### src/verilog/sct_pkg.sv
// Shared types and timing constants for the command timing engine.
package sct_pkg;

   localparam int CLK_PS = 25000;
   localparam int CNT_W = 12;
   localparam int WS_DEPTH = 40;

   // Row operation times in picoseconds, refresh intervals in nanoseconds; plain defaults for the speed grade in use.
   localparam int T_RP_PS = 13500;
   localparam int T_RAS_PS = 35000;
   localparam int T_RFC_PS = 160000;
   localparam int T_REFI_NORM_NS = 7800;
   localparam int T_REFI_EXT_NS = 3900;
   localparam int REF_GAP_MULT = 9;

   function automatic int ru_cyc(input int ps);
      int c;
      c = (ps + CLK_PS - 1) / CLK_PS;
      return (c < 1) ? 1 : c;
   endfunction

   localparam logic [CNT_W-1:0] T_RP_CYC = CNT_W'(ru_cyc(T_RP_PS));
   localparam logic [CNT_W-1:0] T_RAS_CYC = CNT_W'(ru_cyc(T_RAS_PS));
   localparam logic [CNT_W-1:0] T_RFC_CYC = CNT_W'(ru_cyc(T_RFC_PS));
   // A longest interval rounds down.
   localparam logic [CNT_W-1:0] REF_GAP_NORM_CYC =
      CNT_W'(REF_GAP_MULT * ((T_REFI_NORM_NS * 1000) / CLK_PS));
   localparam logic [CNT_W-1:0] REF_GAP_EXT_CYC =
      CNT_W'(REF_GAP_MULT * ((T_REFI_EXT_NS * 1000) / CLK_PS));

   localparam logic [CNT_W-1:0] ZQCS_CYC = 12'h040;
   localparam logic [3:0] ODTH4_CYC = 4'h4;
   localparam logic [3:0] ODTH8_CYC = 4'h6;
   localparam logic [5:0] WS_BL8_EXTRA = 6'h04;
   localparam logic [5:0] WS_BC4_EXTRA = 6'h02;

   typedef enum logic [3:0] {
      CMD_NOP, CMD_ACT, CMD_PRE, CMD_REF, CMD_WR, CMD_WRA, CMD_RD, CMD_ZQCS, CMD_MRS
   } sct_cmd_kind_t;

   typedef enum logic [1:0] {BM_BL8, BM_BC4, BM_OTF} sct_burst_t;

   typedef struct packed {
      sct_cmd_kind_t kind;
      logic bc4;
   } sct_cmd_t;

   typedef struct packed {
      logic [4:0] wl;
      logic [4:0] wr;
      sct_burst_t burst;
      logic dll_frozen_pd;
      logic ext_temp;
   } sct_cfg_t;

endpackage

### src/verilog/sct_timer.sv
// Down-counter that holds an operation busy for a loaded number of cycles.
`timescale 1ns/100ps
module sct_timer
   import sct_pkg::*;
(
   input wire logic sys_clk,
   input wire logic sys_rst,
   input wire logic load,
   input wire logic [CNT_W-1:0] load_val,
   output logic busy,
   output logic last
);

   logic [CNT_W-1:0] cnt;

   // A new load never shortens an operation already running.
   always_ff @(posedge sys_clk) begin
      if (sys_rst) begin
         cnt <= '0;
      end else if (load && load_val > cnt) begin
         cnt <= load_val;
      end else if (cnt != '0) begin
         cnt <= cnt - 1'b1;
      end
   end

   assign busy = (cnt != '0);
   assign last = (cnt == CNT_W'(1));

endmodule

### src/verilog/sct_core.sv
// Device-side command timing engine: write start, power-down, ODT mode, ZQ and checks.
`timescale 1ns/100ps

module sct_core
   import sct_pkg::*;
(
   input wire logic sys_clk,
   input wire logic sys_rst,
   input wire sct_cmd_t cmd,
   input wire sct_cfg_t cfg,
   input wire logic cke,
   input wire logic odt,
   output logic wr_start,
   output logic row_active,
   output logic pd_low_current,
   output logic odt_async_mode,
   output logic zq_active,
   output logic zq_done,
   output logic timing_violation
);

   typedef enum {PS_ACTIVE, PS_PEND, PS_LOW} sct_pd_state_t;

   sct_pd_state_t pd_state;
   sct_pd_state_t next_pd_state;
   logic row_busy;
   logic row_load;
   logic [CNT_W-1:0] row_val;
   logic zq_busy;
   logic zq_last;
   logic zq_load;
   logic is_wr;
   logic wr_bl8;
   logic [5:0] ws_delay;
   logic [WS_DEPTH-1:0] ws_pend;
   logic [WS_DEPTH-1:0] ws_bit;
   logic bank_open;
   logic odt_q;
   logic odt_fall;
   logic [3:0] odt_cnt;
   logic [3:0] odt_need;
   logic ref_armed;
   logic [CNT_W-1:0] ref_gap;
   logic [CNT_W-1:0] gap_limit;

   assign is_wr = (cmd.kind == CMD_WR) || (cmd.kind == CMD_WRA);
   assign wr_bl8 = (cfg.burst == BM_BL8) || ((cfg.burst == BM_OTF) && !cmd.bc4);

   // Only a burst chop fixed in the mode register shortens the start delay.
   assign ws_delay = 6'(cfg.wl) + ((cfg.burst == BM_BC4) ? WS_BC4_EXTRA : WS_BL8_EXTRA);
   assign ws_bit = WS_DEPTH'(1) << (ws_delay - 6'h01);

   always_ff @(posedge sys_clk) begin
      if (sys_rst) begin
         ws_pend <= '0;
         wr_start <= 1'b0;
      end else begin
         ws_pend <= (ws_pend >> 1) | (is_wr ? ws_bit : '0);
         wr_start <= ws_pend[0];
      end
   end

   // Row operations load the busy timer with rounded-up cycle counts.
   always_comb begin
      row_load = 1'b1;
      row_val = '0;
      unique case (cmd.kind)
         CMD_ACT: row_val = T_RAS_CYC;
         CMD_PRE: row_val = T_RP_CYC;
         CMD_REF: row_val = T_RFC_CYC;
         // Auto-precharge follows the data and the MR0 write recovery in cycles.
         CMD_WRA: row_val = CNT_W'(ws_delay) + CNT_W'(cfg.wr) + T_RP_CYC;
         default: row_load = 1'b0;
      endcase
   end

   sct_timer u_row_timer (
      .sys_clk(sys_clk),
      .sys_rst(sys_rst),
      .load(row_load),
      .load_val(row_val),
      .busy(row_busy),
      .last()
   );

   assign zq_load = (cmd.kind == CMD_ZQCS);

   sct_timer u_zq_timer (
      .sys_clk(sys_clk),
      .sys_rst(sys_rst),
      .load(zq_load),
      .load_val(ZQCS_CYC),
      .busy(zq_busy),
      .last(zq_last)
   );

   always_ff @(posedge sys_clk) begin
      if (sys_rst) begin
         zq_active <= 1'b0;
         zq_done <= 1'b0;
      end else begin
         zq_active <= zq_busy;
         zq_done <= zq_last && !zq_load;
      end
   end

   always_ff @(posedge sys_clk) begin
      if (sys_rst) begin
         bank_open <= 1'b0;
         row_active <= 1'b0;
      end else begin
         if (cmd.kind == CMD_ACT) begin
            bank_open <= 1'b1;
         end else if (cmd.kind == CMD_PRE || cmd.kind == CMD_WRA) begin
            bank_open <= 1'b0;
         end
         row_active <= row_busy;
      end
   end

   // CKE may fall mid-operation; the reduced current waits for the operation.
   always_comb begin
      next_pd_state = pd_state;
      unique case (pd_state)
         PS_ACTIVE: begin
            if (!cke) begin
               next_pd_state = row_busy ? PS_PEND : PS_LOW;
            end
         end
         PS_PEND: begin
            if (cke) begin
               next_pd_state = PS_ACTIVE;
            end else if (!row_busy) begin
               next_pd_state = PS_LOW;
            end
         end
         PS_LOW: begin
            if (cke) begin
               next_pd_state = PS_ACTIVE;
            end else if (row_busy) begin
               // An operation started in power-down takes the reduced current back.
               next_pd_state = PS_PEND;
            end
         end
      endcase
   end

   always_ff @(posedge sys_clk) begin
      if (sys_rst) begin
         pd_state <= PS_ACTIVE;
         pd_low_current <= 1'b0;
         odt_async_mode <= 1'b0;
      end else begin
         pd_state <= next_pd_state;
         pd_low_current <= (next_pd_state == PS_LOW);
         // Latency-based ODT needs a running DLL, so frozen power-down with no bank open goes asynchronous.
         odt_async_mode <= !cke && cfg.dll_frozen_pd && !bank_open;
      end
   end

   // ODT high time, counted from first sampled high to sampled low.
   assign odt_fall = odt_q && !odt;

   always_ff @(posedge sys_clk) begin
      if (sys_rst) begin
         odt_q <= 1'b0;
         odt_cnt <= '0;
         odt_need <= '0;
      end else begin
         odt_q <= odt;
         if (odt && !odt_q) begin
            odt_cnt <= 4'h1;
            odt_need <= (is_wr && wr_bl8) ? ODTH8_CYC : ODTH4_CYC;
         end else if (odt && odt_cnt != 4'hf) begin
            odt_cnt <= odt_cnt + 4'h1;
         end
      end
   end

   assign gap_limit = cfg.ext_temp ? REF_GAP_EXT_CYC : REF_GAP_NORM_CYC;

   always_ff @(posedge sys_clk) begin
      if (sys_rst) begin
         ref_armed <= 1'b0;
         ref_gap <= '0;
      end else if (cmd.kind == CMD_REF) begin
         ref_armed <= 1'b1;
         ref_gap <= '0;
      end else if (ref_armed && ref_gap != '1) begin
         ref_gap <= ref_gap + 1'b1;
      end
   end

   // Once broken, timing stays suspect until the part is reset and re-initialised.
   always_ff @(posedge sys_clk) begin
      if (sys_rst) begin
         timing_violation <= 1'b0;
      end else if ((odt_fall && odt_cnt < odt_need) ||
                   (ref_armed && ref_gap >= gap_limit)) begin
         timing_violation <= 1'b1;
      end
   end

   // Checks.
   localparam int RP_WAIT = ru_cyc(T_RP_PS);

   logic [5:0] probe_cnt;

   always_ff @(posedge sys_clk) begin
      if (sys_rst) begin
         probe_cnt <= '0;
      end else if (probe_cnt == '0 && is_wr) begin
         probe_cnt <= ws_delay;
      end else if (probe_cnt != '0) begin
         probe_cnt <= probe_cnt - 6'h01;
      end
   end
endmodule

### config.mk
export PLATFORM = sky130hd
export DESIGN_NAME = sct_core
export DESIGN_NICKNAME = d
export VERILOG_FILES = /design/src/verilog/sct_pkg.sv /design/src/verilog/sct_timer.sv /design/src/verilog/sct_core.sv
export SDC_FILE = /design/constraint.sdc
export NUM_CORES = 1
export LEC_CHECK = 0
export BUFFER_PORTS_ARGS = -buffer_cell sky130_fd_sc_hd__buf_2
export CORE_MARGIN = 5
export CORE_UTILIZATION = 37
export CTS_CLUSTER_DIAMETER = 50
export DETAILED_ROUTE_END_ITERATION = 16
export SLEW_MARGIN = 20
export SYNTH_ARGS = -nofsm -noshare
export SYNTH_HDL_FRONTEND = slang
export SYNTH_SLANG_ARGS = --single-unit
### constraint.sdc
create_clock -name sys_clk -period 10.8 [get_ports sys_clk]
set_input_delay 0.54 -clock sys_clk [delete_from_list [all_inputs] [get_ports sys_clk]]
set_output_delay 0.54 -clock sys_clk [all_outputs]
set_load 0.01 [all_outputs]
==> results.py <==
metrics = {
    "global_routing": {
        "grt_pass1_vias": 3566,
        "antenna_found_initial": 0,
        "grt_max_degree": 59,
        "grt.total_usage_pct": 14.7,
        "grt_overflow": 0,
        "grt_pass1_wl_mm": 17.3,
    },
    "cells_and_area": {
        "n_antenna_cell": 0,
        "final_nets": 614,
        "area_growth_pct": 12.3,
        "post-route-cell-area_mm2": 0.00522,
        "drive_above_1_share_pct": 10.3,
        "fin_util_pct": 41.8,
        "final_cell_mix": "dfxtp_1, nor2_1, a21oi_1, nand2_1, inv_1",
        "layout_commonest_cell": "dfxtp_1",
    },
    "synth": {
        "syn_nets": 590,
        "netlist.area_leader.share_pct": 39.7,
        "synth_top_family_by_area": "simple AND/OR/NAND/NOR gates",
        "synth-xor-area-share_pct": 5.82,
        "synth_area_mm2": 0.00464,
        "synth-async-reset-ratio_pct": 0,
        "synth_seq_cells": 92,
        "synth-simple-area-share_pct": 24.0,
        "synth_area_per_cell_um2": 8.68,
        "syn_inst": 535,
        "yosys_warnings": 0,
        "synth_ff_type": "dfxtp_1",
        "yosys.area.top_type": "dfxtp_1",
        "synth_compound_area_share_pct": 16.1,
        "synth_seq_area_share_pct": 39.7,
        "synth.area.mux_share_pct": 1.08,
        "synth.area.top_cells": "dfxtp_1, ha_1, nor2_1",
        "synthDistinctLibCells": 58,
        "synth-edff-count": 0,
        "synth_adder_area_share_pct": 8.95,
    },
    "routing": {
        "dr.pass1.iters": 4,
        "wl_per_cell_um": 14.1,
        "drt-vias-per-instance": 5.13,
        "drtIter0Drc": 259,
        "vias": 3778,
        "drcViolationCount": 0,
        "wirelength_mm": 10.4,
        "ant_nets": 0,
    },
    "die": {
        "std_cell_rows": 41,
        "initial_core_util_pct": 37.2,
        "die_x_um": 122,
        "ioPinCount": 30,
        "dieArea_mm2": 0.0149,
        "die_h_um": 122,
        "core_mm2": 0.0125,
    },
    "cts": {
        "clkSlewWorstSetupHoldPaths_ns": 0.06,
        "cts_root_buf": "clkbuf_16",
        "clock_path_buffers": 2,
        "cts_buffers": 9,
        "h-tree-depth": 3,
        "insertion_delay_ns": 0.35,
        "tritoncts": "built",
        "cts_sinks": 92,
        "post_cts_buffers": 0,
        "cts_resized": 0,
        "ctsHoldBuffers": 0,
    },
    "critical_path": {
        "start_kind": "primary input",
        "worst-setup-path-type": "primary input to flop",
        "cp.required_ns": 11.04,
        "cp.arrival_ns": 5.07,
        "end_kind": "flop",
        "r2r_end": "u_row_timer.cnt[2]",
        "worst-r2r-cell-count": 7,
        "crit_slowest_cell": "and2_1",
        "critPathTopFamily": "compound AO/OA/AOI/OAI gates",
        "timing.rr.start": "u_row_timer.cnt[2]",
        "cp_slowest_stage_delay_ns": 0.42,
        "path_cells": "buf_2, nor2b_1, inv_1, ha_1, a21oi_1, or3_1, and2_1, clkinv_1, ha_1, and2_1, o21ai_0, o31ai_1, o21bai_1, inv_1, ha_1, a21oi_1, nor2b_1, a211o_1, and2_1, a31o_2",
        "path_buf_inv": 4,
        "reg2reg_slack_ns": 8.24,
        "worstPathMaxFanout": 13,
    },
    "sta": {
        "tightest_slew_ns": 0.839,
        "finClkSkew_ns": 0.00713,
        "min_period_over_period_pct": 44.7,
        "slew-limit-headroom_pct": 44.0,
        "hold_violations": 0,
        "fmax_ghz": 0.207,
        "finalCriticalPeriod_ns": 4.83,
        "setup_viol": 0,
        "drv_slew": 0,
        "rsz0062_at_grt": "false",
        "final.setup.tns_ns": 0,
    },
    "placement": {
        "hpwl_mm": 7.69,
        "place.gp.congestion": 0.830,
        "port_buffers": 29,
        "placed_area_mm2": 0.00493,
    },
    "status": {
        "status": "completed",
    },
    "pwr": {
        "peakVddDrop_uv": 67.1,
        "swShare_pct": 37.0,
        "pwr-share-clk_pct": 26.2,
        "power.switching_mw": 0.425,
        "p_per_area_mw_per_mm2": 220,
        "combPwrFrac_pct": 36.1,
        "internal-power_mw": 0.724,
        "p_total_mw": 1.15,
        "p_leak_nw": 2.05,
        "seqPwrFrac_pct": 37.7,
    },
    "run": {
        "cap_violations": 0,
    },
    "worst_hold_path": {
        "whs_path_depth": 2,
        "worstHoldStart": "cke",
        "hp-class": "primary input to flop",
        "hold_path_end": "pd_low_current",
    },
}
[layer usage]
metal	global-route usage [%]	wire, um	part of all wire [%]
met1	18.7	4870	47
met5	0	0	0
met4	6.79	221	2.1
met3	3.02	372	3.6
met2	24.0	4950	48
[worst reg2reg max path: cells and delay by family, from the launching register on]
family          cells  cell delay, ns
simple gates        2            0.55
fa+ha+maj           1            0.31
compound gates      3            1.03
buf+inv             1            0.08
flops               1            0.49
[cell families (layout without fill, tap and decap cells)]
kind of cell / count (synthesis) / after routing
xor gates and xnor gates: 30 / 30
adders and majority gates: 32 / 32
DFF: 92 / 92
muxes: 5 / 5
and+or+nand+nor: 218 / 218
buffers and inverters: 50 / 79
AOI/OAI and AO/OA: 108 / 108
[per-stage QoR]
step	worst slack (ns)	instances	hold slack (ns)
global route	5.66	736	0.362
CTS	5.99	736	0.356
detailed placement	5.63	720	0.417
global placement	5.78	720	0.412
finish	5.97	736	0.371
floorplan	6.34	535	0.408
[power groups by stage]
stage               clock (mW)  sequential, mW  combinational (mW)
floorplan                    0           0.428               0.349
global placement             0           0.438               0.407
detailed placement           0           0.440               0.414
CTS                      0.310           0.433               0.417
global route             0.322           0.440               0.464
finish                   0.300           0.433               0.415
[synth_stat cells, drive strengths merged, types with 11 or more instances]
library cell,number
xnor2,19
a21oi,38
a31oi,11
inv,32
ha,30
nor3,27
xor2,11
nand2,34
nand3,13
nor2b,11
nor2,73
dfxtp,92
[layout make-up]
type	count	area [um2]
multi-input cells	393	2590
well taps	172	215
inverters	33	124
fillers	1276	7250
repair buffers	30	153
flip-flops and latches	92	1840
clock inverters	6	47.5
clock buffers	10	239
[worst max-delay path by stage]
stage               slack [ns]            endpoint    from  cells past startpoint
CTS                       5.99  u_row_timer.cnt[2]  cfg[3]                     20
finish                    5.97  u_row_timer.cnt[2]  cfg[3]                     20
floorplan                 6.34  u_row_timer.cnt[2]  cfg[2]                     17
detailed placement        5.63  u_row_timer.cnt[2]  cfg[3]                     20
global route              5.66  u_row_timer.cnt[1]  cfg[2]                     20
global placement          5.78  u_row_timer.cnt[1]  cfg[3]                     19
[sequential cells by signal (all words and copies together), names as in the netlist]
name	flops
ws_pend	40
ref_gap	12
u_row_timer.cnt	12
u_zq_timer.cnt	12
odt_cnt	4
odt_need	2
bank_open	1
odt_async_mode	1
odt_q	1
pd_low_current	1
ref_armed	1
row_active	1
timing_violation	1
wr_start	1
zq_active	1
zq_done	1
Note: power is estimated with default switching activity, not from simulation.
